`src/rtl/asfr_pkg.sv`:
```
package asfr_pkg;

	// Data path and flag register geometry.
	localparam int DATA_W     = 8;
	localparam int FLAG_COUNT = 5;

	// Flag positions inside the flag register.
	localparam int BIT_C           = 0;
	localparam int BIT_NIBBLE_WRAP = 1;
	localparam int BIT_Z           = 2;
	localparam int BIT_SIGNED_WRAP = 3;
	localparam int BIT_N           = 4;

	// Implemented bits; bits 7 to 5 always read as zero.
	localparam logic [7:0] FLAGS_IMPL_MASK = 8'h1f;
	localparam logic [4:0] FLAGS_RESET     = 5'h00;

	// Which flags each class of instruction updates, ordered negative, signed wrap,
	// zero, nibble wrap, carry.
	localparam logic [4:0] AFF_ARITH = 5'h1f;
	localparam logic [4:0] AFF_LOGIC = 5'h14;
	localparam logic [4:0] AFF_ZERO  = 5'h04;
	localparam logic [4:0] AFF_ROT   = 5'h17;
	localparam logic [4:0] AFF_NONE  = 5'h00;

	// Single-bit masks and the carry-in of a two's complement subtraction.
	localparam logic [7:0] BIT_ONE  = 8'h01;
	localparam logic [8:0] SUB_CIN9 = 9'h001;
	localparam logic [4:0] SUB_CIN5 = 5'h01;

	typedef enum logic [3:0] {
		OP_ADD                          = 4'h0,
		OP_SUB                          = 4'h1,
		OP_AND                          = 4'h2,
		OP_IOR                          = 4'h3,
		OP_XOR                          = 4'h4,
		OP_FILE_WIPE                    = 4'h5,
		OP_ROTATE_LEFT                  = 4'h6,
		OP_ROTATE_RIGHT                 = 4'h7,
		OP_BIT_CLEAR                    = 4'h8,
		OP_BIT_SET                      = 4'h9,
		OP_NIBBLE_EXCHANGE              = 4'ha,
		OP_FILE_TO_FILE_MOVE            = 4'hb,
		OP_ACCUMULATOR_TO_FILE_MOVE     = 4'hc,
		OP_INC                          = 4'hd,
		OP_DEC                          = 4'he
	} asfr_op_t;

endpackage : asfr_pkg

```
`src/rtl/asfr_alu.sv`:
```
`timescale 1ns/1ps
`default_nettype none

module asfr_alu (
	input  wire asfr_pkg::asfr_op_t op,
	input  wire logic [7:0]         opa,
	input  wire logic [7:0]         opb,
	input  wire logic               cin,
	input  wire logic [2:0]         bit_sel,
	output logic      [7:0]         res,
	output logic      [4:0]         flags,
	output logic      [4:0]         affect
);

	// Signed overflow of a sum: equal operand signs, different result sign.
	function automatic logic signed_ovf(input logic [7:0] a, input logic [7:0] b,
					    input logic [7:0] r);
		signed_ovf = (a[7] == b[7]) && (r[7] != a[7]);
	endfunction : signed_ovf

	// Sum of two bytes with carry-in, returning carry out of bit 7 on top.
	function automatic logic [8:0] add9(input logic [7:0] a, input logic [7:0] b,
					    input logic ci);
		add9 = {1'b0, a} + {1'b0, b} + {8'h00, ci};
	endfunction : add9

	// Sum of two nibbles with carry-in, carry out of bit 3 on top.
	function automatic logic [4:0] add5(input logic [3:0] a, input logic [3:0] b,
					    input logic ci);
		add5 = {1'b0, a} + {1'b0, b} + {4'h0, ci};
	endfunction : add5

	logic [8:0] sum9;
	logic [4:0] sum5;
	logic [7:0] addend;
	logic       c;
	logic       nwrap;
	logic       swrap;

	always_comb begin
		sum9   = '0;
		sum5   = '0;
		addend = 8'h00;
		res    = opa;
		c      = 1'b0;
		nwrap  = 1'b0;
		swrap  = 1'b0;
		affect = asfr_pkg::AFF_NONE;
		case (op)
			asfr_pkg::OP_ADD, asfr_pkg::OP_SUB, asfr_pkg::OP_INC, asfr_pkg::OP_DEC: begin
				// Subtraction adds the two's complement, so the carry and the
				// nibble wrap come out as inverted borrows with no extra inversion.
				case (op)
					asfr_pkg::OP_ADD: addend = opb;
					asfr_pkg::OP_SUB: addend = ~opb;
					asfr_pkg::OP_INC: addend = 8'h01;
					default:          addend = 8'hff;
				endcase
				sum9   = add9(opa, addend, op == asfr_pkg::OP_SUB);
				sum5   = add5(opa[3:0], addend[3:0], op == asfr_pkg::OP_SUB);
				res    = sum9[7:0];
				c      = sum9[8];
				nwrap  = sum5[4];
				swrap  = signed_ovf(opa, addend, sum9[7:0]);
				affect = asfr_pkg::AFF_ARITH;
			end
			asfr_pkg::OP_AND: begin
				res    = opa & opb;
				affect = asfr_pkg::AFF_LOGIC;
			end
			asfr_pkg::OP_IOR: begin
				res    = opa | opb;
				affect = asfr_pkg::AFF_LOGIC;
			end
			asfr_pkg::OP_XOR: begin
				res    = opa ^ opb;
				affect = asfr_pkg::AFF_LOGIC;
			end
			asfr_pkg::OP_FILE_WIPE: begin
				res    = 8'h00;
				affect = asfr_pkg::AFF_ZERO;
			end
			asfr_pkg::OP_ROTATE_LEFT: begin
				res    = {opa[6:0], cin};
				c      = opa[7];
				nwrap  = opa[3];
				affect = asfr_pkg::AFF_ROT;
			end
			asfr_pkg::OP_ROTATE_RIGHT: begin
				res    = {cin, opa[7:1]};
				c      = opa[0];
				nwrap  = opa[4];
				affect = asfr_pkg::AFF_ROT;
			end
			asfr_pkg::OP_BIT_CLEAR:                   res = opa & ~(asfr_pkg::BIT_ONE << bit_sel);
			asfr_pkg::OP_BIT_SET:                     res = opa | (asfr_pkg::BIT_ONE << bit_sel);
			asfr_pkg::OP_NIBBLE_EXCHANGE:             res = {opa[3:0], opa[7:4]};
			asfr_pkg::OP_FILE_TO_FILE_MOVE:           res = opa;
			asfr_pkg::OP_ACCUMULATOR_TO_FILE_MOVE:    res = opb;
			default:                                  res = opa;
		endcase
	end

	assign flags = {res[7], swrap, res == 8'h00, nwrap, c};

endmodule : asfr_alu

`default_nettype wire

```
`src/rtl/asfr_flag_reg.sv`:
```
`timescale 1ns/1ps
`default_nettype none

// Contract
// - Flag-affecting write to flags: logic wins.
// - Bits 7-5 zero; wipe sets zero only.
// - Bit, swap and move ops keep flags unless flags are the destination.
// - Subtract gives inverted borrow and digit borrow.
// - Negative flag mirrors result bit 7.
// - Overflow flag marks signed sign-bit wrap.
// - Flag register usable as source or destination.
// - Zero flag set when result is zero.
// - Digit carry from nibble; rotates load bit.
// - Carry flag holds carry out of bit 7.
// - Rotates load carry with shifted-out bit.
module asfr_flag_reg (
	input  wire logic               clk,
	input  wire logic               rst,
	input  wire logic               exec_valid,
	input  wire asfr_pkg::asfr_op_t op,
	input  wire logic [7:0]         src_data,
	input  wire logic               src_is_flags,
	input  wire logic [7:0]         acc_data,
	input  wire logic [2:0]         bit_sel,
	input  wire logic               dest_is_flags,
	output logic      [7:0]         flags,
	output logic      [7:0]         result,
	output logic                    result_valid
);

	logic [4:0] flag_q;
	logic [4:0] next_flag_q;
	logic [7:0] next_result;
	logic       next_result_valid;
	logic [7:0] src_operand;
	logic [7:0] alu_res;
	logic [4:0] alu_flags;
	logic [4:0] alu_affect;

	// The upper three bits are not stored at all.
	assign flags = {3'b000, flag_q};

	assign src_operand = src_is_flags ? flags : src_data;

	asfr_alu u_alu (
		.op      (op),
		.opa     (src_operand),
		.opb     (acc_data),
		.cin     (flag_q[asfr_pkg::BIT_C]),
		.bit_sel (bit_sel),
		.res     (alu_res),
		.flags   (alu_flags),
		.affect  (alu_affect)
	);

	always_comb begin
		next_flag_q       = flag_q;
		next_result       = result;
		next_result_valid = 1'b0;
		if (exec_valid) begin
			next_result       = alu_res;
			next_result_valid = 1'b1;
			if (dest_is_flags && (alu_affect == asfr_pkg::AFF_NONE)) begin
				// Plain write of the result into the register.
				next_flag_q = alu_res[4:0];
			end else begin
				// Any flag-affecting instruction blocks the write to all five
				// flags; the ones it does not affect keep their value.
				next_flag_q = (flag_q & ~alu_affect) | (alu_flags & alu_affect);
			end
		end
	end

	always_ff @(posedge clk or posedge rst) begin
		if (rst) begin
			flag_q       <= asfr_pkg::FLAGS_RESET;
			result       <= 8'h00;
			result_valid <= 1'b0;
		end else begin
			flag_q       <= next_flag_q;
			result       <= next_result;
			result_valid <= next_result_valid;
		end
	end

	// Reference arithmetic, read only by the checks below.
	logic [8:0] chk_add;
	logic [8:0] chk_sub;
	logic [4:0] chk_nadd;
	logic [4:0] chk_nsub;
	logic       chk_arith;
	logic       chk_nz_op;
	logic       chk_keep_op;

	assign chk_add  = {1'b0, src_operand} + {1'b0, acc_data};
	assign chk_sub  = {1'b0, src_operand} - {1'b0, acc_data};
	assign chk_nadd = {1'b0, src_operand[3:0]} + {1'b0, acc_data[3:0]};
	assign chk_nsub = {1'b0, src_operand[3:0]} - {1'b0, acc_data[3:0]};
	assign chk_arith = (op == asfr_pkg::OP_ADD) || (op == asfr_pkg::OP_SUB);
	assign chk_nz_op = chk_arith || (op == asfr_pkg::OP_AND) || (op == asfr_pkg::OP_IOR) ||
			   (op == asfr_pkg::OP_XOR);
	assign chk_keep_op = (op == asfr_pkg::OP_BIT_CLEAR) || (op == asfr_pkg::OP_BIT_SET) ||
			     (op == asfr_pkg::OP_NIBBLE_EXCHANGE) ||
			     (op == asfr_pkg::OP_FILE_TO_FILE_MOVE) ||
			     (op == asfr_pkg::OP_ACCUMULATOR_TO_FILE_MOVE);
endmodule : asfr_flag_reg

`default_nettype wire

```
`config.mk`:
```
export PLATFORM = sky130hd
export DESIGN_NAME = asfr_flag_reg
export DESIGN_NICKNAME = d
export VERILOG_FILES = /design/src/rtl/asfr_pkg.sv /design/src/rtl/asfr_alu.sv /design/src/rtl/asfr_flag_reg.sv
export SDC_FILE = /design/constraint.sdc
export NUM_CORES = 1
export LEC_CHECK = 0
export BUFFER_PORTS_ARGS = -buffer_cell sky130_fd_sc_hd__buf_2
export CAP_MARGIN = 20
export CORE_ASPECT_RATIO = 0.5
export CORE_UTILIZATION = 35
export CTS_CLUSTER_DIAMETER = 40
export DETAILED_ROUTE_END_ITERATION = 8
export PLACE_DENSITY = 0.61
export SYNTH_ARGS = -nofsm -noshare
export SYNTH_HDL_FRONTEND = slang
export SYNTH_SLANG_ARGS = --single-unit
```
`constraint.sdc`:
```
create_clock -name clk -period 4.1 [get_ports clk]
set_input_delay 1.23 -clock clk [delete_from_list [all_inputs] [get_ports clk]]
set_output_delay 1.23 -clock clk [all_outputs]
set_load 0.02 [all_outputs]
```
# After elaboration in Yosys (flattened, before gate mapping)
# Index checks and enable logic that the tools add are counted.
# classes
add_sub_neg,4
eq_ne,15
shift,1
muxes,10
n_bitwise,11
reduce_logical,8
# ops
op,n
8-bit case mux with 11 select lines,1
4-bit == test (second input constant),6
8-bit case mux with 3 select lines,1
5-bit case mux with 4 select lines,1
8-bit bitwise AND,2
4-bit by 3-bit == test with 1-bit output (second input constant),4
8-bit two-way mux,2
8-bit inverter,2
8-bit OR,2
5-bit bitwise AND,2
8-bit by 8-bit adder with 9-bit output,1
9-bit by 1-bit adder with 9-bit output,1
4-bit by 2-bit == test with 1-bit output (second input constant),2
8-bit logical NOT,1
1-bit by 3-bit << shifter with 8-bit output (first input constant),1
8-bit XOR,1
1-bit case mux with 3 select lines,2
4-bit by 4-bit adder with 5-bit output,1
5-bit by 1-bit adder with 5-bit output,1
5-bit logical NOT,1
5-bit two-way mux,1
5-bit inverter,1
5-bit OR,1
4-bit by 1-bit == test with 1-bit output (second input constant),1
8 further kinds,10
# word_totals
ff_bits,14
in_bits,28
out_inout_bits,17
elab_cells,52

# Longest topological paths before layout
# Gate-level depths: netlist (run 1).
# logic_depth
ltp_word,11
ltp_mapped,16
mapped_depth_nobuf,14

# By module
# A second synthesis (run 1) with hierarchy kept.
# hier_totals
cells_unflattened,351
area_unflattened_um2,2618.8
# by_module_without_submodules
module,n_inst,cells_each,area_per_inst_um2,seq_area_each_um2
asfr_alu,1,282,1849.3,0.0
asfr_flag_reg,1,69,769.5,350.3

# Worst setup path after synthesis (run 1)
# OpenSTA, ideal clock, no wires.
# synth_path
path_kind,input port to flip-flop
startpoint,input port op[3]
endpoint,register with a tool-made name
setup_ns,0.130
t_arrival_ns,4.372
t_required_ns,3.970
path_slack_ns,-0.401
stages,16
path_buffers,3
cell_sequence,buf_4 > buf_2 > clkbuf_1 > nor2_1 > nand2_1 > o22ai_1 > nand2b_1 > fa_1 > xor2_1 > nor3b_1 > a311o_1 > a21oi_1 > nor3b_1 > o22ai_1 > a32oi_1 > o31ai_2
# synth_lines
item,line_no,rtl
"start, declared",asfr_flag_reg.sv:20,"input wire asfr_pkg::asfr_op_t op,"

# Final worst setup path (run 1)
# layout_path
startpoint,input port op[2]
endpoint,register result[7]
# layout_via
elab_chain_cells,6
word_cells_on_any_way,20
cone_classes,2 x add/sub; 13 x eq/ne; 3 x mux; 2 x reduce/logical
# layout_lines
item,line_no,rtl
4-bit == test (tied with other cells),"asfr_alu.sv:49, asfr_alu.sv:53",
8-bit case mux with 3 select lines,asfr_alu.sv:53,case (op)
8-bit two-way mux,asfr_alu.sv:49,case (op)
8-bit by 8-bit adder with 9-bit output,asfr_alu.sv:24,"add9 = {1'b0, a} + {1'b0, b} + {8'h00, ci};"
9-bit by 1-bit adder with 9-bit output,asfr_alu.sv:24,
8-bit case mux with 11 select lines (*),asfr_alu.sv:49,
"end signal, assigned",asfr_flag_reg.sv:81,result <= next_result;
"end, declared",asfr_flag_reg.sv:27,"output logic [7:0] result,"
# Mark *: on every way between the ends. The rest lies on a longest branch, timed or not. The select of a mux whose other input is x is not followed.
# A chain may end at the register's enable or synchronous reset.

==> results of run 1 <==
==> final cells by class <==
class | instances | area, um2
inverter | 12 | 45.0
timing repair buffer | 75 | 460
sequential | 14 | 350
clock buffer | 4 | 88.8
multi-input combinational | 279 | 1880
fill | 661 | 3420
tap | 88 | 110
==> metal layers <==
metal / GRT usage (%) / part of all wire [%] / up-vias
li1: - / - / 1359
met1: 36.3 / 46 / 1330
met2: 43.6 / 40 / 174
met3: 9.21 / 12 / 20
met4: 7.32 / 1.6 / 0
met5: 0 / 0 / -
==> metrics by stage <==
stage / power (mW) / hold WS (ns) / util [%] / instances / setup TNS [ns]
2_1_floorplan: 0.502 / 0.510 / - / 339 / 0
3_3_place_gp: 0.672 / 0.488 / 44.7 / 468 / 0
3_5_place_dp: 0.679 / 0.502 / 44.7 / 468 / -0.122
4_1_cts: 0.889 / 0.513 / 46.1 / 472 / 0
5_1_grt: 0.949 / 0.527 / 46.2 / 472 / 0
6_report: 0.892 / 0.505 / 46.2 / 472 / 0
==> timing repair <==
item / CTS / global route
hold buffers: 0 / 0
gates resized for setup: 0 / 1
endpoints found under the setup margin: 0 / 1
==> worst paths after layout <==
| check | from | to | slack (ns) | depth (start not counted) |
|---|---|---|---|---|
| worst max register to register | register | register | 0.98 | 13 |
| min in group asynchronous | rst | result[7]$_DFFE_PP0P_ | 1.01 | 2 |
| max in group asynchronous | rst | async pin | 2.74 | 2 |
| worst min-delay path | result[4]$_DFFE_PP0P_ | result[4]$_DFFE_PP0P_ | 0.51 | 1 |
| worst min register to register | result[4]$_DFFE_PP0P_ | result[4]$_DFFE_PP0P_ | 0.51 | 1 |
| worst max-delay path | op[2] | result[7]$_DFFE_PP0P_ | 0.20 | 14 |
==> cells by family (layout without fill, tap and decap cells) <==
logic type | after synthesis | after routing
xor gates and xnor gates | 11 | 11
and+or+nand+nor | 124 | 124
AOI/OAI and AO/OA | 120 | 120
muxes | 12 | 12
adders and majority gates | 9 | 9
DFF | 14 | 14
buffers and inverters | 46 | 91
other | 1 | 3
==> critical path, delay by kind of cell <==
kind,cells,cell delay (ns)
xor gates and xnor gates,1,0.23
buffers and inverters,1,0.14
and+or+nand+nor,4,0.53
muxes,1,0.30
AOI/OAI and AO/OA,6,1.31
adders and majority gates,1,0.27
==> synth_stat cells, types with 3 or more instances <==
cell	count
buf_4	5
nor2b_1	8
nand3_1	13
nand4_1	4
dfrtp_1	14
xnor2_1	6
nand2b_1	11
nor3b_1	4
a32oi_1	4
nor2_1	27
clkbuf_1	23
o31ai_1	4
o21ai_1	6
a222oi_1	4
a211oi_1	5
o211ai_1	4
buf_6	3
buf_2	3
mux2_2	8
nor4_1	3
a22oi_1	7
o21ai_0	13
nor3_1	3
o21bai_1	5
or3_1	3
a21o_1	5
nand2_1	26
and3_1	6
nand3b_1	5
a31oi_1	6
ha_1	7
inv_1	10
xor2_1	5
a21oi_1	28
o2111ai_1	3
o22ai_1	13
==> power by group <==
part / internal, mW / switching, mW
logic: 0.202 / 0.301
clock network: 0.148 / 0.0545
registers: 0.166 / 0.0207
total: 0.515 / 0.377
==> summary.md, run 1 <==
| Metric | Value |
|---|---|
| Hold Path Class | register to register |
| CP Data Arrival Time | 4.03 ns |
| Drt initial violations | 359 |
| Top cells by area, synth | dfrtp_1 (14%), a21oi_1 (5.8%), nor2_1 (4.2%) |
| Worst stage delay on the critical path | 0.33 ns |
| Fin nets | 422 |
| Compound-Gate Fraction of Synth Area | 33.3% |
| Core area | 6360 um2 |
| Worst Setup Start Kind | primary input |
| Clock Latency Late Sink | 0.24 ns |
| Reg clk slew, reported paths | 0.05 ns |
| Initial core utilization | 38.1% |
| CP cell instances | buf_2 > nor2_4 > nand2_2 > o22ai_1 > nand2b_1 > ha_1 > nor2b_1 > o31ai_1 > a21oi_1 > a31oi_1 > xor2_1 > o21ai_0 > a21boi_1 > mux2_2 |
| WL/cell | 20.2 um |
| Number of cell rows | 20 |
| Largest family of logic cells by synthesized area | compound AO/OA/AOI/OAI gates |
| Syn. warnings | 0 |
| Synth Instances | 337 |
| Vias | 2,883 |
| Post-synth EDFFs | 0 |
| RSZ-0062 raised after global routing | false |
| PwrDens | 304 nW/um2 |
| CP required | 4.23 ns |
| Horiz. Die Dim | 120 um |
| Period utilisation layout | 95.2% |
| CTS buffer count | 3 |
| Max-capacitance violation count | 0 |
| Antenna violations before repair | 0 |
| CTS max path bufs | 2 |
| Critical path type | primary input to register |
| Area Overhead vs Synth | 21.3% |
| Distinct cells, synth | 64 |
| Tot GR Track Use | 27.5% |
| Post-synthesis simple-gate area fraction | 28.2% |
| DRT Pass-1 Iters | 6 |
| Clk_skew | 0.00255 ns |
| I/O pins | 45 |
| Slew HR | 58.8% |
| Root buffer cell | clkbuf_16 |
| First-pass GRT wire length | 15,200 um |
| Placed instance area | 2840 um2 |
| Grt total ovfl | 0 |
| Worst Setup Slack, final | 0.196 ns |
| Multiplexer area fraction after synthesis | 5.64% |
| Layout cells sized above 1 | 26.0% |
| Commonest non-fill, non-tap cells in the layout | buf_2 (41), buf_4 (34), a21oi_1 (27) |
| Max Slew Vio Count | 0 |
| Synth Area in XOR/XNOR | 3.98% |
| Peak VDD IR | 0.000265 V |
| Post-synth top area share | 14.5% |
| CTS tree | done |
| Highest Clock Rate | 256 MHz |
| Synth Area in Adders | 5.27% |
| Largest net degree at the start of global routing | 35 |
| Mapped Area | 2420 um2 |
| Post-CTS Setup Inserts | 0 |
| Critical path endpoint category | register |
| Status | completed |
| Most common cell after layout, fill and taps aside | buf_2 |
| Final setup vio count | 0 |
| Clk sinks | 14 |
| Slew @ Worst Pin | 0.612 ns |
| Top FF cell, synth | dfrtp_1 |
| Routability cong. | 0.995 |
| Worst Path Max Fanout | 6 |
| Final Hold Fails | 0 |
| Seq/Total Area, Yosys | 14.5% |
| Area leader, netlist | dfrtp_1 |
| Place WS | -0.0862 ns |
| WL final | 9530 um |
| Synth Register Bits | 14 |
| Ys async rst share | 100% |
| Number of port buffers | 41 |
| ANT nets after route | 0 |
| Avg Cell Area, Syn | 7.18 um2 |
| Vias in the first global route | 2,792 |
| Die area | 7270 um2 |
| # DRC | 0 |
| Die H | 60.8 um |
| Via/cell ratio | 6.11 |
| Ant diodes | 0 |
| H-tree depth | 1 |
| LEAKAGE | 1.27 nW |
| Min Tclk post-route | 3.90 ns |
| Slowest stage cell, crit path | o31ai_1 |
| Design Area, Final | 2940 um2 |
| DP HPWL | 7390 um |
No activity file was read; power rests on OpenSTA's default activity.
==> run 2: changes to the inputs <==
--- a/config.mk
+++ b/config.mk
@@ -12,6 +12,7 @@
 export CTS_CLUSTER_DIAMETER = 40
 export DETAILED_ROUTE_END_ITERATION = 8
 export PLACE_DENSITY = 0.61
+export SETUP_SLACK_MARGIN = 0.5
 export SYNTH_ARGS = -nofsm -noshare
 export SYNTH_HDL_FRONTEND = slang
 export SYNTH_SLANG_ARGS = --single-unit
==> constraint.sdc (replaced) <==
create_clock -name clk -period 4.1 [get_ports clk]
set_input_delay 0.205 -clock clk [delete_from_list [all_inputs] [get_ports clk]]
set_output_delay 0.205 -clock clk [all_outputs]
set_load 0.02 [all_outputs]
==> summary.md, run 2 (synthesized netlist as in run 1, its figures left out) <==
| Metric | Value |
|---|---|
| H-tree depth | 1 (unchanged) |
| DP HPWL | 6430 um (-13%) |
| Slew @ Worst Pin | 0.656 ns (+0.0442 ns) |
| Post-cts sizing count | 0 (unchanged) |
| Vias | 2,832 (-1.8%) |
| LEAKAGE | 1.12 nW (-12%) |
| First-pass GRT wire length | 13,700 um (-9.6%) |
| Failing checks | hold timing |
| Final Hold Fails | 14 (+14) |
| Hold buffer count at cts | 0 (unchanged) |
| ANT nets after route | 0 (unchanged) |
| Worst Path Max Fanout | 7 (+1) |
| Peak VDD IR | 0.000248 V (-6.3%) |
| Clk sinks | 14 (unchanged) |
| Hold Path Class | primary input to async pin |
| PwrDens | 302 nW/um2 (-0.74%) |
| Via/cell ratio | 6.39 (+4.7%) |
| Hold_ws | -0.00625 ns (-0.512 ns) |
| Highest Clock Rate | 298 MHz (+16%) |
| Grt total ovfl | 0 (unchanged) |
| Fin nets | 394 (-6.6%) |
| Worst stage delay on the critical path | 0.42 ns (+0.09 ns) |
| Vias in the first global route | 2,568 (-8.0%) |
| Core Util, Final | 42.3% (-3.9 points) |
| Period utilisation layout | 81.9% (-13 points) |
| Total power | 0.811 mW (-9.0%) |
| CTS tree | done |
| Routability cong. | 0.927 (-6.8%) |
| CTS max path bufs | 2 (unchanged) |
| Tot GR Track Use | 24.4% (-3.1 points) |
| Layout cells sized above 1 | 18.6% (-7.5 points) |
| Slowest stage cell, crit path | dfrtp_1 |
| Logic pwr share | 55.1% (-1.3 points) |
| Largest net degree at the start of global routing | 31 (-11%) |
| DRT Pass-1 Iters | 6 (unchanged) |
| Worst Setup Start Kind | register |
| Reg clk slew, reported paths | 0.04 ns (about the same) |
| Min Tclk post-route | 3.36 ns (-0.548 ns) |
| Max Slew Vio Count | 0 (unchanged) |
| Status | complete, but fails checks |
| Reg power frac | 22.7% (+1.8 points) |
| Root buffer cell | clkbuf_16 |
| Commonest non-fill, non-tap cells in the layout | buf_2 (41), a21oi_1 (28), nor2_1 (27) |
| Die area | 7270 um2 (unchanged) |
| Critical path endpoint category | register |
| Core area | 6360 um2 (unchanged) |
| Initial core utilization | 38.1% (unchanged) |
| Setup tns final | 0 ns (unchanged) |
| RSZ-0062 raised after global routing | false |
| Die H | 60.8 um (unchanged) |
| Number of port buffers | 41 (unchanged) |
| Clk_skew | 0.00238 ns (-0.000176 ns) |
| Critical path type | register to register |
| CP Data Arrival Time | 3.47 ns (-0.56 ns) |
| Switch share | 43.3% (+1.1 points) |
| Number of cell rows | 20 (unchanged) |
| Worst path top cell family by delay | compound AO/OA/AOI/OAI gates |
| WL final | 8600 um (-9.8%) |
| Ant diodes | 0 (unchanged) |
| Post-CTS Setup Inserts | 0 (unchanged) |
| Clock Power Share | 22.2% (-0.5 points) |
| Fill cell count | 661 (unchanged) |
| WL/cell | 19.4 um (-3.9%) |
| Clock Latency Late Sink | 0.24 ns (about the same) |
| # DRC | 0 (unchanged) |
| Antenna violations before repair | 0 (unchanged) |
| CP cell instances | mux2_2 > inv_1 > fa_1 > inv_1 > fa_1 > xor2_1 > nor3b_1 > a311o_1 > a21oi_1 > nor3b_1 > o22ai_1 > a32oi_1 > o31ai_2 |
| CP required | 4.21 ns (-0.02 ns) |
| CTS buffer count | 3 (unchanged) |
| Switching Power | 0.351 mW (-6.7%) |
| Horiz. Die Dim | 120 um (unchanged) |
| Most common cell after layout, fill and taps aside | buf_2 |
| Final setup vio count | 0 (unchanged) |
| Max-capacitance violation count | 0 (unchanged) |
| CP bufs+invs | 2 (+1) |
| I/O pins | 45 (unchanged) |
| Drt initial violations | 305 (-15%) |
| Slew HR | 56.2% (-2.6 points) |
| Internal | 0.460 mW (-11%) |
| Area Overhead vs Synth | 11.2% |
==> run 2: cell count changes in the layout (fill, tap and decap cells not counted) <==
cell,delta
nand2_1,+1
a21oi_2,-1
a21oi_1,+1
nor2_1,+1
nor3b_2,-1
nor2_4,-1
buf_4,-28
clkbuf_8,-1
fa_2,-1
nor3b_1,+1
nand2_2,-1
fa_1,+1
==> run 2: power groups by stage <==
stage               Clock (mW)  Sequential (mW)  Combinational, mW
CTS                      0.183            0.184              0.439
global placement             0            0.185              0.433
floorplan                    0            0.215              0.283
detailed placement           0            0.185              0.436
global route             0.189            0.188              0.486
finish                   0.180            0.184              0.447
==> run 2: metrics by stage <==
| stage | setup slack (ns) | instances | area [um2] |
|---|---|---|---|
| floorplan | 0.624 | 339 | 2430 |
| CTS | 0.766 | 443 | 2690 |
| global route | 0.541 | 443 | 2690 |
| global placement | 0.588 | 440 | 2620 |
| detailed placement | 0.568 | 440 | 2620 |
| finish | 0.743 | 443 | 2690 |
==> run 2: cell type report <==
cell class	instances	area [um2]	share of cell area [%]
Multi-Input combinational cell	279	1860	69.1
Clock buffer	3	75.1	2.79
Timing Repair Buffer	47	250	9.30
Sequential cell	14	350	13.0
Inverter	12	45.0	1.67
Tap cell	88	110	4.09
==> run 2: path summary, 6_finish.rpt <==
path,from,end,slack [ns],depth (start not counted)
setup / recovery,register,register,0.74,13
hold / removal,rst,result[6]$_DFFE_PP0P_,-0.006,2
setup reg to reg,register,register,0.74,13
hold reg to reg,result[4]$_DFFE_PP0P_,result[4]$_DFFE_PP0P_,0.50,1
max in group asynchronous,rst,async pin,3.76,2
min in group clk,exec_valid,result_valid$_DFF_PP0_,0.28,1
==> run 2: layer usage <==
| metal | global-route usage, % | up-vias | part of all wire [%] |
|---|---|---|---|
| li1 | - | 1303 | - |
| met1 | 35.3 | 1358 | 47 |
| met2 | 36.8 | 154 | 40 |
| met3 | 4.70 | 17 | 11 |
| met4 | 7.32 | 0 | 1.9 |
| met5 | 0 | - | 0 |
